File: src/ccdr_pkg.sv
package ccdr_pkg;

  // Implementation register indices
  localparam logic [3:0] CCDR_IDX_CONFIG = 4'h0;
  localparam logic [3:0] CCDR_IDX_NC_OFFSET = 4'h3;
  localparam logic [3:0] CCDR_IDX_NC_BASES = 4'h4;
  localparam logic [3:0] CCDR_IDX_HALT_STATUS = 4'h7;
  localparam logic [3:0] CCDR_IDX_HALT_ADDR = 4'h8;
  localparam logic [3:0] CCDR_IDX_EMU_DATA = 4'h9;
  localparam logic [3:0] CCDR_IDX_EMU_TRAP = 4'hA;
  localparam logic [3:0] CCDR_IDX_POWER = 4'hB;
  localparam logic [3:0] CCDR_IDX_STANDBY_DIV = 4'hC;

  // Field positions, LSB-numbered
  localparam int CCDR_CFG_ICACHE = 31;
  localparam int CCDR_CFG_DCACHE = 30;
  localparam int CCDR_CFG_DCACHE_DUP = 29;
  localparam int CCDR_CFG_ENDIAN = 28;
  localparam int CCDR_CFG_BTB = 27;
  localparam int CCDR_CFG_FRACTION = 25;
  localparam int CCDR_CFG_FREEZE_LO = 20;
  localparam int CCDR_CFG_LO = 20;
  localparam int CCDR_NC_SYS_LO = 16;
  localparam int CCDR_NC_LEGACY = 20;
  localparam int CCDR_NC_R1_LO = 21;
  localparam int CCDR_NC_R2_LO = 24;
  localparam int CCDR_NC_WTHRU = 30;
  localparam int CCDR_PWR_SLEEP = 0;
  localparam int CCDR_PWR_DOZE = 1;
  localparam int CCDR_PWR_STANDBY = 2;

  // Reset values
  localparam logic [11:0] CCDR_RST_CONFIG = 12'h000;
  localparam logic [31:0] CCDR_RST_NC_OFFSET = 32'h0000_0000;
  localparam logic [31:0] CCDR_RST_NC_BASES = 32'h0000_0000;
  localparam logic [31:0] CCDR_RST_WORD = 32'h0000_0000;
  localparam logic [2:0] CCDR_RST_POWER = 3'h0;
  localparam logic [7:0] CCDR_RST_STANDBY_DIV = 8'h00;

  // Legacy hole and size encodings
  localparam logic [31:0] CCDR_LEGACY_LO = 32'h000A_0000;
  localparam logic [31:0] CCDR_LEGACY_HI = 32'h000F_FFFF;
  localparam logic [3:0] CCDR_SYS_MAX_CODE = 4'h9;
  localparam int CCDR_SYS_BASE_SHIFT = 19;
  localparam int CCDR_REGION_BASE_SHIFT = 15;
  localparam int CCDR_STANDBY_FACTOR = 4;

  typedef enum logic [1:0] {CCDR_OP_NONE, CCDR_OP_MOVE_TO, CCDR_OP_MOVE_FROM, CCDR_OP_EXIT}
    ccdr_op_t;

  typedef struct packed {
    ccdr_op_t op;
    logic [3:0] index;
    logic [31:0] wdata;
    logic [1:0] priv;
  } ccdr_req_t;

  typedef struct packed {
    logic [31:0] status_word;
    logic [31:0] front_address;
    logic [31:0] back_address;
  } ccdr_pipe_t;

endpackage

File: src/ccdr_registers.sv
`timescale 1ns/10ps
// Notes on behaviour
// - Bits 31/30 enable caches; 29 mirrors 30 (here bit 29 is only stored, not tied to 30)
// - Bit 28 picks big or little endian
// - Bit 25 selects integer or fraction multiply
// - Bits 23..20 freeze instruction cache quarters
// - Offset bits 16-19 set system cacheable ceiling
// - Offset bit 20 uncaches 0xA0000-0xFFFFF
// - Offset bits 21-23 size region one
// - Offset bits 24-26 size region two
// - Region base aligned to its own size
// - Offset bit 30 selects write-through data cache
// - Base bits 0-15 region one, 16-31 two
// - Halt saves status word and address pair
// - Emulator data word exchanges thirty-two bits
// - Selected trap events force halt state
// - Power bits select sleep, doze, stand-by
// - Stand-by clock divides by four times (n+1)
// - Exit restores status and addresses, leaves halt
// - Exit runs at any privilege level
// - Move-to writes low n bits of register; config takes bits 31..20
// - Move-from returns low n bits zero-extended; config returns bits 31..20
// - Move to a defined index at nonzero privilege raises trap
module ccdr_registers
  import ccdr_pkg::*;
(
  // Clock and reset
  input wire logic ref_clk,
  input wire logic rst_n,
  // Instruction requests from the pipeline
  input wire ccdr_req_t req,
  output ccdr_req_t unused_req_echo_n,
  // Pipeline state and events
  input wire logic halt_enter,
  input wire ccdr_pipe_t pipe_state,
  input wire logic [31:0] trap_events,
  input wire logic [31:0] probe_address,
  // Results
  output logic [31:0] move_result,
  output logic move_result_valid,
  output logic priv_trap,
  output logic halt_request,
  output logic exit_restore,
  output ccdr_pipe_t restore_state,
  // Configuration to the core
  output logic icache_enable,
  output logic dcache_enable,
  output logic little_endian,
  output logic btb_enable,
  output logic fraction_mode,
  output logic [3:0] icache_freeze,
  output logic write_through,
  output logic probe_noncacheable,
  output logic sleep_mode,
  output logic doze_mode,
  output logic standby_mode,
  output logic standby_core_clock
);

  // ----------------------------------------------------------------
  // Reset release
  // ----------------------------------------------------------------
  logic rst_meta_n;
  logic rst_sync_n;

  always_ff @(posedge ref_clk or negedge rst_n)
  begin
    if (!rst_n)
    begin
      rst_meta_n <= 1'b0;
      rst_sync_n <= 1'b0;
    end
    else
    begin
      rst_meta_n <= 1'b1;
      rst_sync_n <= rst_meta_n;
    end
  end

  // ----------------------------------------------------------------
  // Decode
  // ----------------------------------------------------------------
  logic is_move;
  logic priv_ok;
  logic index_known;
  logic do_write;
  logic [31:0] read_word;
  logic [31:0] trap_hit;

  logic [11:0] core_configuration;
  logic [31:0] noncacheable_offset_config;
  logic [31:0] noncacheable_region_bases;
  logic [31:0] halt_status_backup;
  logic [31:0] halt_address_queue_backup;
  logic [31:0] emulator_data_exchange;
  logic [31:0] emulator_trap_select;
  logic [2:0] power_mode_control;
  logic [7:0] standby_clock_divider;

  assign is_move = (req.op == CCDR_OP_MOVE_TO) || (req.op == CCDR_OP_MOVE_FROM);
  assign priv_ok = (req.priv == 2'h0);
  assign index_known = (req.index == CCDR_IDX_CONFIG) || (req.index == CCDR_IDX_NC_OFFSET)
    || (req.index == CCDR_IDX_NC_BASES) || ((req.index >= CCDR_IDX_HALT_STATUS)
    && (req.index <= CCDR_IDX_STANDBY_DIV));
  assign do_write = (req.op == CCDR_OP_MOVE_TO) && priv_ok && index_known;
  assign trap_hit = trap_events & emulator_trap_select;

  always_comb
  begin
    read_word = 32'h0000_0000;
    unique case (req.index)
      CCDR_IDX_CONFIG: read_word = {core_configuration, 20'h00000};
      CCDR_IDX_NC_OFFSET: read_word = noncacheable_offset_config;
      CCDR_IDX_NC_BASES: read_word = noncacheable_region_bases;
      CCDR_IDX_HALT_STATUS: read_word = halt_status_backup;
      CCDR_IDX_HALT_ADDR: read_word = halt_address_queue_backup;
      CCDR_IDX_EMU_DATA: read_word = emulator_data_exchange;
      CCDR_IDX_EMU_TRAP: read_word = emulator_trap_select;
      CCDR_IDX_POWER: read_word = {29'h0, power_mode_control};
      CCDR_IDX_STANDBY_DIV: read_word = {24'h000000, standby_clock_divider};
      default: read_word = 32'h0000_0000;
    endcase
  end

  // ----------------------------------------------------------------
  // Register writes
  // ----------------------------------------------------------------
  always_ff @(posedge ref_clk or negedge rst_sync_n)
  begin
    if (!rst_sync_n)
    begin
      core_configuration <= CCDR_RST_CONFIG;
      noncacheable_offset_config <= CCDR_RST_NC_OFFSET;
      noncacheable_region_bases <= CCDR_RST_NC_BASES;
      emulator_data_exchange <= CCDR_RST_WORD;
      emulator_trap_select <= CCDR_RST_WORD;
      power_mode_control <= CCDR_RST_POWER;
      standby_clock_divider <= CCDR_RST_STANDBY_DIV;
    end
    else if (do_write)
    begin
      unique case (req.index)
        CCDR_IDX_CONFIG: core_configuration <= req.wdata[31:CCDR_CFG_LO];
        CCDR_IDX_NC_OFFSET: noncacheable_offset_config <= req.wdata;
        CCDR_IDX_NC_BASES: noncacheable_region_bases <= req.wdata;
        CCDR_IDX_EMU_DATA: emulator_data_exchange <= req.wdata;
        CCDR_IDX_EMU_TRAP: emulator_trap_select <= req.wdata;
        CCDR_IDX_POWER: power_mode_control <= req.wdata[2:0];
        CCDR_IDX_STANDBY_DIV: standby_clock_divider <= req.wdata[7:0];
        default: ;
      endcase
    end
  end

  // Halt backups: halt entry wins over a software write
  always_ff @(posedge ref_clk or negedge rst_sync_n)
  begin
    if (!rst_sync_n)
    begin
      halt_status_backup <= CCDR_RST_WORD;
      halt_address_queue_backup <= CCDR_RST_WORD;
    end
    else if (halt_enter)
    begin
      halt_status_backup <= pipe_state.status_word;
      halt_address_queue_backup <= {pipe_state.front_address[31:16],
        pipe_state.back_address[31:16]};
    end
    else if (do_write && (req.index == CCDR_IDX_HALT_STATUS))
      halt_status_backup <= req.wdata;
    else if (do_write && (req.index == CCDR_IDX_HALT_ADDR))
      halt_address_queue_backup <= req.wdata;
  end

  // ----------------------------------------------------------------
  // Instruction results
  // ----------------------------------------------------------------
  always_ff @(posedge ref_clk or negedge rst_sync_n)
  begin
    if (!rst_sync_n)
    begin
      move_result <= 32'h0000_0000;
      move_result_valid <= 1'b0;
      priv_trap <= 1'b0;
      halt_request <= 1'b0;
      exit_restore <= 1'b0;
      restore_state <= '0;
      unused_req_echo_n <= '0;
    end
    else
    begin
      unused_req_echo_n <= '0;
      priv_trap <= is_move && index_known && !priv_ok;
      move_result_valid <= (req.op == CCDR_OP_MOVE_FROM) && priv_ok && index_known;
      move_result <= ((req.op == CCDR_OP_MOVE_FROM) && priv_ok && index_known)
        ? read_word : move_result;
      halt_request <= |trap_hit;
      exit_restore <= (req.op == CCDR_OP_EXIT);
      restore_state.status_word <= halt_status_backup;
      restore_state.front_address <= {halt_address_queue_backup[31:16], 16'h0000};
      restore_state.back_address <= {halt_address_queue_backup[15:0], 16'h0000};
    end
  end

  // ----------------------------------------------------------------
  // Configuration decode
  // ----------------------------------------------------------------
  logic [3:0] sys_code;
  logic [2:0] r1_code;
  logic [2:0] r2_code;
  logic sys_hit;
  logic r1_hit;
  logic r2_hit;
  logic legacy_hit;
  logic [31:0] sys_limit;

  function automatic logic region_match(input logic [2:0] code, input logic [15:0] base,
    input logic [31:0] addr);
    logic [31:0] mask;
    logic [31:0] start;
    mask = 32'hFFFF_FFFF << (CCDR_REGION_BASE_SHIFT + 32'(code));
    start = {base, 16'h0000} & mask;
    region_match = (code != 3'h0) && ((addr & mask) == start);
  endfunction

  assign sys_code = noncacheable_offset_config[CCDR_NC_SYS_LO +: 4];
  assign r1_code = noncacheable_offset_config[CCDR_NC_R1_LO +: 3];
  assign r2_code = noncacheable_offset_config[CCDR_NC_R2_LO +: 3];
  assign sys_limit = 32'h0000_0001 << (CCDR_SYS_BASE_SHIFT + 32'(sys_code));
  assign sys_hit = (sys_code != 4'h0) && (sys_code <= CCDR_SYS_MAX_CODE)
    && (probe_address >= sys_limit);
  assign legacy_hit = noncacheable_offset_config[CCDR_NC_LEGACY]
    && (probe_address >= CCDR_LEGACY_LO) && (probe_address <= CCDR_LEGACY_HI);
  assign r1_hit = region_match(r1_code, noncacheable_region_bases[15:0], probe_address);
  assign r2_hit = region_match(r2_code, noncacheable_region_bases[31:16],
    probe_address);

  always_ff @(posedge ref_clk or negedge rst_sync_n)
  begin
    if (!rst_sync_n)
    begin
      icache_enable <= 1'b0;
      dcache_enable <= 1'b0;
      little_endian <= 1'b0;
      btb_enable <= 1'b0;
      fraction_mode <= 1'b0;
      icache_freeze <= 4'h0;
      write_through <= 1'b0;
      probe_noncacheable <= 1'b0;
      sleep_mode <= 1'b0;
      doze_mode <= 1'b0;
      standby_mode <= 1'b0;
    end
    else
    begin
      icache_enable <= core_configuration[CCDR_CFG_ICACHE - CCDR_CFG_LO];
      dcache_enable <= core_configuration[CCDR_CFG_DCACHE - CCDR_CFG_LO];
      little_endian <= core_configuration[CCDR_CFG_ENDIAN - CCDR_CFG_LO];
      btb_enable <= core_configuration[CCDR_CFG_BTB - CCDR_CFG_LO];
      fraction_mode <= core_configuration[CCDR_CFG_FRACTION - CCDR_CFG_LO];
      // Quarter 0 follows bit 23, quarter 3 bit 20
      icache_freeze <= {core_configuration[0], core_configuration[1],
        core_configuration[2], core_configuration[3]};
      write_through <= noncacheable_offset_config[CCDR_NC_WTHRU];
      probe_noncacheable <= sys_hit || legacy_hit || r1_hit || r2_hit;
      sleep_mode <= power_mode_control[CCDR_PWR_SLEEP];
      doze_mode <= power_mode_control[CCDR_PWR_DOZE];
      standby_mode <= power_mode_control[CCDR_PWR_STANDBY];
    end
  end

  // ----------------------------------------------------------------
  // Stand-by clock divider
  // ----------------------------------------------------------------
  logic [9:0] div_count;
  logic [9:0] half_period;

  // Toggle every 2*(n+1) cycles gives period 4*(n+1)
  assign half_period = 10'((CCDR_STANDBY_FACTOR / 2) * (32'(standby_clock_divider) + 1));

  always_ff @(posedge ref_clk or negedge rst_sync_n)
  begin
    if (!rst_sync_n)
    begin
      div_count <= 10'h000;
      standby_core_clock <= 1'b0;
    end
    else if (!power_mode_control[CCDR_PWR_STANDBY])
    begin
      div_count <= 10'h000;
      standby_core_clock <= 1'b0;
    end
    else if (div_count >= half_period - 10'h001)
    begin
      div_count <= 10'h000;
      standby_core_clock <= ~standby_core_clock;
    end
    else
      div_count <= div_count + 10'h001;
  end

  // ----------------------------------------------------------------
  // Checks
  // ----------------------------------------------------------------
  property p_wr_config;
    @(posedge ref_clk) disable iff (!rst_sync_n)
    (do_write && req.index == CCDR_IDX_CONFIG) |-> ##2 icache_enable == $past(req.wdata[31], 2);
  endproperty
  a_wr_config: assert property (p_wr_config) else $error("icache enable mismatch");

  property p_priv;
    @(posedge ref_clk) disable iff (!rst_sync_n)
    (is_move && index_known && req.priv != 2'h0) |=> priv_trap && !move_result_valid;
  endproperty
  a_priv: assert property (p_priv) else $error("privilege trap missing");

  property p_exit_any;
    @(posedge ref_clk) disable iff (!rst_sync_n)
    (req.op == CCDR_OP_EXIT) |=> exit_restore && !priv_trap;
  endproperty
  a_exit_any: assert property (p_exit_any) else $error("exit not honoured");

  property p_halt_save;
    @(posedge ref_clk) disable iff (!rst_sync_n)
    halt_enter |=> halt_status_backup == $past(pipe_state.status_word);
  endproperty
  a_halt_save: assert property (p_halt_save) else $error("status not saved");

  property p_trap;
    @(posedge ref_clk) disable iff (!rst_sync_n)
    (|(trap_events & emulator_trap_select)) |=> halt_request;
  endproperty
  a_trap: assert property (p_trap) else $error("trap halt missing");

  property p_undefined;
    @(posedge ref_clk) disable iff (!rst_sync_n)
    (is_move && !index_known) |=> !priv_trap && !move_result_valid
      && $stable(emulator_data_exchange);
  endproperty
  a_undefined: assert property (p_undefined) else $error("undefined index acted");

  property p_readback;
    @(posedge ref_clk) disable iff (!rst_sync_n)
    (req.op == CCDR_OP_MOVE_FROM && priv_ok && req.index == CCDR_IDX_POWER)
      |=> move_result == {29'h0, power_mode_control};
  endproperty
  a_readback: assert property (p_readback) else $error("power readback wrong");

  property p_standby_off;
    @(posedge ref_clk) disable iff (!rst_sync_n)
    !power_mode_control[CCDR_PWR_STANDBY] |=> !standby_core_clock;
  endproperty
  a_standby_off: assert property (p_standby_off) else $error("clock runs idle");

  property p_wr_block;
    @(posedge ref_clk) disable iff (!rst_sync_n)
    (req.op == CCDR_OP_MOVE_TO && index_known && !priv_ok)
      |=> $stable(emulator_data_exchange) && $stable(power_mode_control);
  endproperty
  a_wr_block: assert property (p_wr_block) else $error("trapped write landed");

  property p_power_modes;
    @(posedge ref_clk) disable iff (!rst_sync_n)
    (do_write && req.index == CCDR_IDX_POWER)
      |-> ##2 {standby_mode, doze_mode, sleep_mode} == $past(req.wdata[2:0], 2);
  endproperty
  a_power_modes: assert property (p_power_modes) else $error("power mode mismatch");

  c_move_to: cover property (@(posedge ref_clk) disable iff (!rst_sync_n) do_write);
  c_move_from: cover property (@(posedge ref_clk) disable iff (!rst_sync_n) move_result_valid);
  c_exit: cover property (@(posedge ref_clk) disable iff (!rst_sync_n) exit_restore);
  c_standby: cover property (@(posedge ref_clk) disable iff (!rst_sync_n)
    $rose(standby_core_clock));

endmodule

File: config.mk
export PLATFORM = sky130hd
export DESIGN_NAME = ccdr_registers
export DESIGN_NICKNAME = d
export VERILOG_FILES = /design/src/ccdr_pkg.sv /design/src/ccdr_registers.sv
export SDC_FILE = /design/constraint.sdc
export NUM_CORES = 1
export LEC_CHECK = 0
export ABC_CLOCK_PERIOD_IN_PS = 27700
export BUFFER_PORTS_ARGS = -buffer_cell sky130_fd_sc_hd__buf_2
export CAP_MARGIN = 20
export CORE_MARGIN = 5
export CORE_UTILIZATION = 58
export DETAILED_ROUTE_END_ITERATION = 6
export PLACE_DENSITY_LB_ADDON = 0.25
export SETUP_SLACK_MARGIN = 0.1
export SLEW_MARGIN = 20
export SYNTH_ARGS = -nofsm -noshare
export SYNTH_HDL_FRONTEND = slang
export SYNTH_SLANG_ARGS = --single-unit
File: constraint.sdc
create_clock -name ref_clk -period 27.7 [get_ports ref_clk]
set_input_delay 2.77 -clock ref_clk [delete_from_list [all_inputs] [get_ports ref_clk]]
set_output_delay 2.77 -clock ref_clk [all_outputs]
set_load 0.02 [all_outputs]
==> impl_metrics.py <==
metrics = {
    "global_route": {
        "grt_max_degree": 85,
        "grt.total_usage": 0.283,
        "grt_pass1_vias": 12000,
        "grt_antenna_before_repair": 1,
        "grt_overflow": 0,
        "grt_pass1_wl_mm": 68.6,
    },
    "yosys": {
        "synthFlopType": "dfrtp_1",
        "synth_top_area_cell": "dfrtp_1",
        "synthTopCellsByArea": "dfrtp_1 54%, mux2_2 8.9%, ha_1 4.2%",
        "netlist_area_um2": 16000,
        "netlist_top_cells_count": "342 x dfrtp_1, 126 x mux2_2, 101 x nand2_1",
        "syn_inst": 1336,
        "synth_edf_count": 0,
        "syn_avg_cell_area_um2": 12.0,
        "synthDominantCellAreaShare": 0.535,
        "yosys_warnings": 0,
        "synth_cell_types": 56,
        "synth_most_common_cell": "dfrtp_1",
        "async_reset_ff_frac": 1.00,
        "ys_seq_area_frac": 0.535,
        "ys_seq_elements": 342,
    },
    "cts": {
        "ctsHoldBuffers": 0,
        "cts_buffers": 37,
        "cts_tree": "built",
        "cts_root_buffer": "clkbuf_16",
        "post_cts_resized": 0,
        "ctsLongestPathBuffers": 3,
        "clk_latency_ns": 0.52,
        "clk_pin_slew_ns": 0.06,
        "htreeDepth": 2,
        "cts.sinks": 342,
        "post_cts_buffers": 0,
    },
    "timing": {
        "slew_viol_final": 0,
        "finalSetupViolCount": 0,
        "whs_ns": 0.243,
        "report.final.hold_viol_count": 0,
        "finalCritPeriodShare": 0.174,
        "finalCriticalPeriod_ns": 4.83,
        "grt_setup_unrepaired": "no",
        "relSlewSlack": 0.320,
        "worst_pin_slew_ns": 1.02,
        "skew_ns": 0.0312,
        "setup-tns-final_ns": 0,
        "max_freq_mhz": 207,
        "finalWorstSetupSlack_ns": 22.87,
    },
    "placed_design": {
        "port_buffers": 285,
        "dp_worst_setup_slack_ns": 22.40,
        "finalWeightedCongestion": 0.888,
        "dp_cells": 1927,
        "place_hpwl_mm": 31.2,
    },
    "flow_run": {
        "max_cap_viol_count": 0,
    },
    "die": {
        "rows": 60,
        "dieArea_um2": 31000,
        "core_area_um2": 27000,
        "die_w_um": 176,
        "pin_count": 390,
        "die_height_um": 176,
        "initial_utilization": 0.592,
    },
    "power": {
        "power_density_nw_per_um2": 65.9,
        "p_leak_nw": 9.62,
        "vdd_ir_drop_max_mv": 0.0470,
    },
    "setup_path": {
        "path_class": "primary input to flop",
        "arrival_ns": 5.17,
        "crit_required_ns": 28.04,
        "path_max_fanout": 20,
        "worstSetupStartpointType": "primary input",
        "crit_path_end_kind": "flop",
        "ff2ff_path_depth": 12,
    },
    "route": {
        "dr.pass1.iters": 7,
        "ant_nets": 0,
        "wl_mm": 44.8,
        "drc_errors": 2,
        "wl_per_cell_um": 22.5,
        "initialDrtViolationCount": 1119,
        "avgViaCountPerCell": 5.97,
        "via_count": 11900,
    },
    "cells_and_area": {
        "layout-drive-gt1-share": 0.299,
        "diodes": 0,
        "syn2layout_area_growth_pct": 16.5,
        "final_cells": 1988,
        "nets": 1882,
        "utilization": 0.690,
    },
    "hold_path": {
        "min_path_type": "flop to async pin",
    },
    "run_status": {
        "outcome": "finished, violations left",
        "failed_checks": "DRC",
    },
}
-- through the flow --
stage | cell area, µm² | power, W
finish | 18600 | 0.00123
global route | 18600 | 0.00128
CTS | 18600 | 0.00123
detailed placement | 17500 | 0.000755
global placement | 17500 | 0.000750
floorplan | 16300 | 0.000690
-- layout make-up --
class                           count  area, µm²
Multi-Input combinational cell    926       6860
Tap cell                          341        427
Sequential cell                   342       8560
Clock buffer                       53       1040
Clock inverter                      8        130
Fill cell                        2026       8390
Timing Repair Buffer              300       1550
Inverter                           18       67.6
-- power breakdown --
part	total, W	switching, W	leakage, nW	internal (W)
Combinational	0.000173	0.000110	4.61	0.0000634
Clock	0.000480	0.000192	0.569	0.000288
Sequential	0.000576	0.0000336	4.44	0.000542
Total	0.00123	0.000336	9.62	0.000893
-- cells in the final DEF, fill, tap and decap left out, types with 39 or more instances in the layout --
cell      instances
a222oi_1         39
buf_2           284
conb_1           92
dfrtp_1         341
ha_1             54
mux2_2          126
mux2i_1          64
nand2_1         101
nor2_1           52
o21ai_0          40
o21ai_1          46
-- per-layer routing --
metal	up-vias	wire, µm	part of all wire	global-route usage
met5	-	13	0.00029	0
met4	2	1480	0.033	0.0968
li1	5320	-	-	-
met2	537	21500	0.48	0.458
met3	88	3610	0.081	0.0602
met1	5921	18200	0.41	0.384
-- state kept, by name, summed over array words and instances (netlist names), 3 cells and up --
| register | cells |
|---|---|
| standby_clock_divider | 8 |
| noncacheable_region_bases | 32 |
| emulator_data_exchange | 32 |
| restore_state | 64 |
| move_result | 32 |
| div_count | 10 |
| power_mode_control | 3 |
| emulator_trap_select | 32 |
| halt_status_backup | 32 |
| noncacheable_offset_config | 32 |
| icache_freeze | 4 |
| core_configuration | 12 |
| halt_address_queue_backup | 32 |
-- critical path: stages --
cell      delay, ns
buf_2          0.25
nand3b_1       0.19
o211ai_1       0.21
and3_1         0.52
nand2_2        0.48
buf_4          0.44
mux2i_1        0.22
o21ai_1        0.08
-- cells by family (layout without fill, tap and decap cells) --
kind of cell / count (synthesis) / after routing / synth area share
flip-flops: 342 / 342 / 0.535
buffers and inverters: 158 / 379 / 0.0592
AND/OR/NAND/NOR: 239 / 239 / 0.0709
XOR/XNOR: 50 / 50 / 0.0274
AO/OA/AOI/OAI: 277 / 277 / 0.119
multiplexers: 214 / 214 / 0.146
other: 2 / 92 / 0.000470
adder cells (fa/ha/maj): 54 / 54 / 0.0423
-- worst paths after layout --
path,start,end,slack (ns)
setup / recovery,req[34],halt_status_backup[28],22.87
setup reg to reg,standby_clock_divider[1],standby_core_clock,24.05
max in group asynchronous,rst_sync_n,noncacheable_offset_config[30],24.84
hold / removal,rst_sync_n,restore_state[48],0.24
min in group ref_clk,rst_meta_n,rst_sync_n,0.35
hold reg to reg,rst_sync_n,restore_state[48],0.24
No activity file was read; power rests on OpenSTA's default activity.
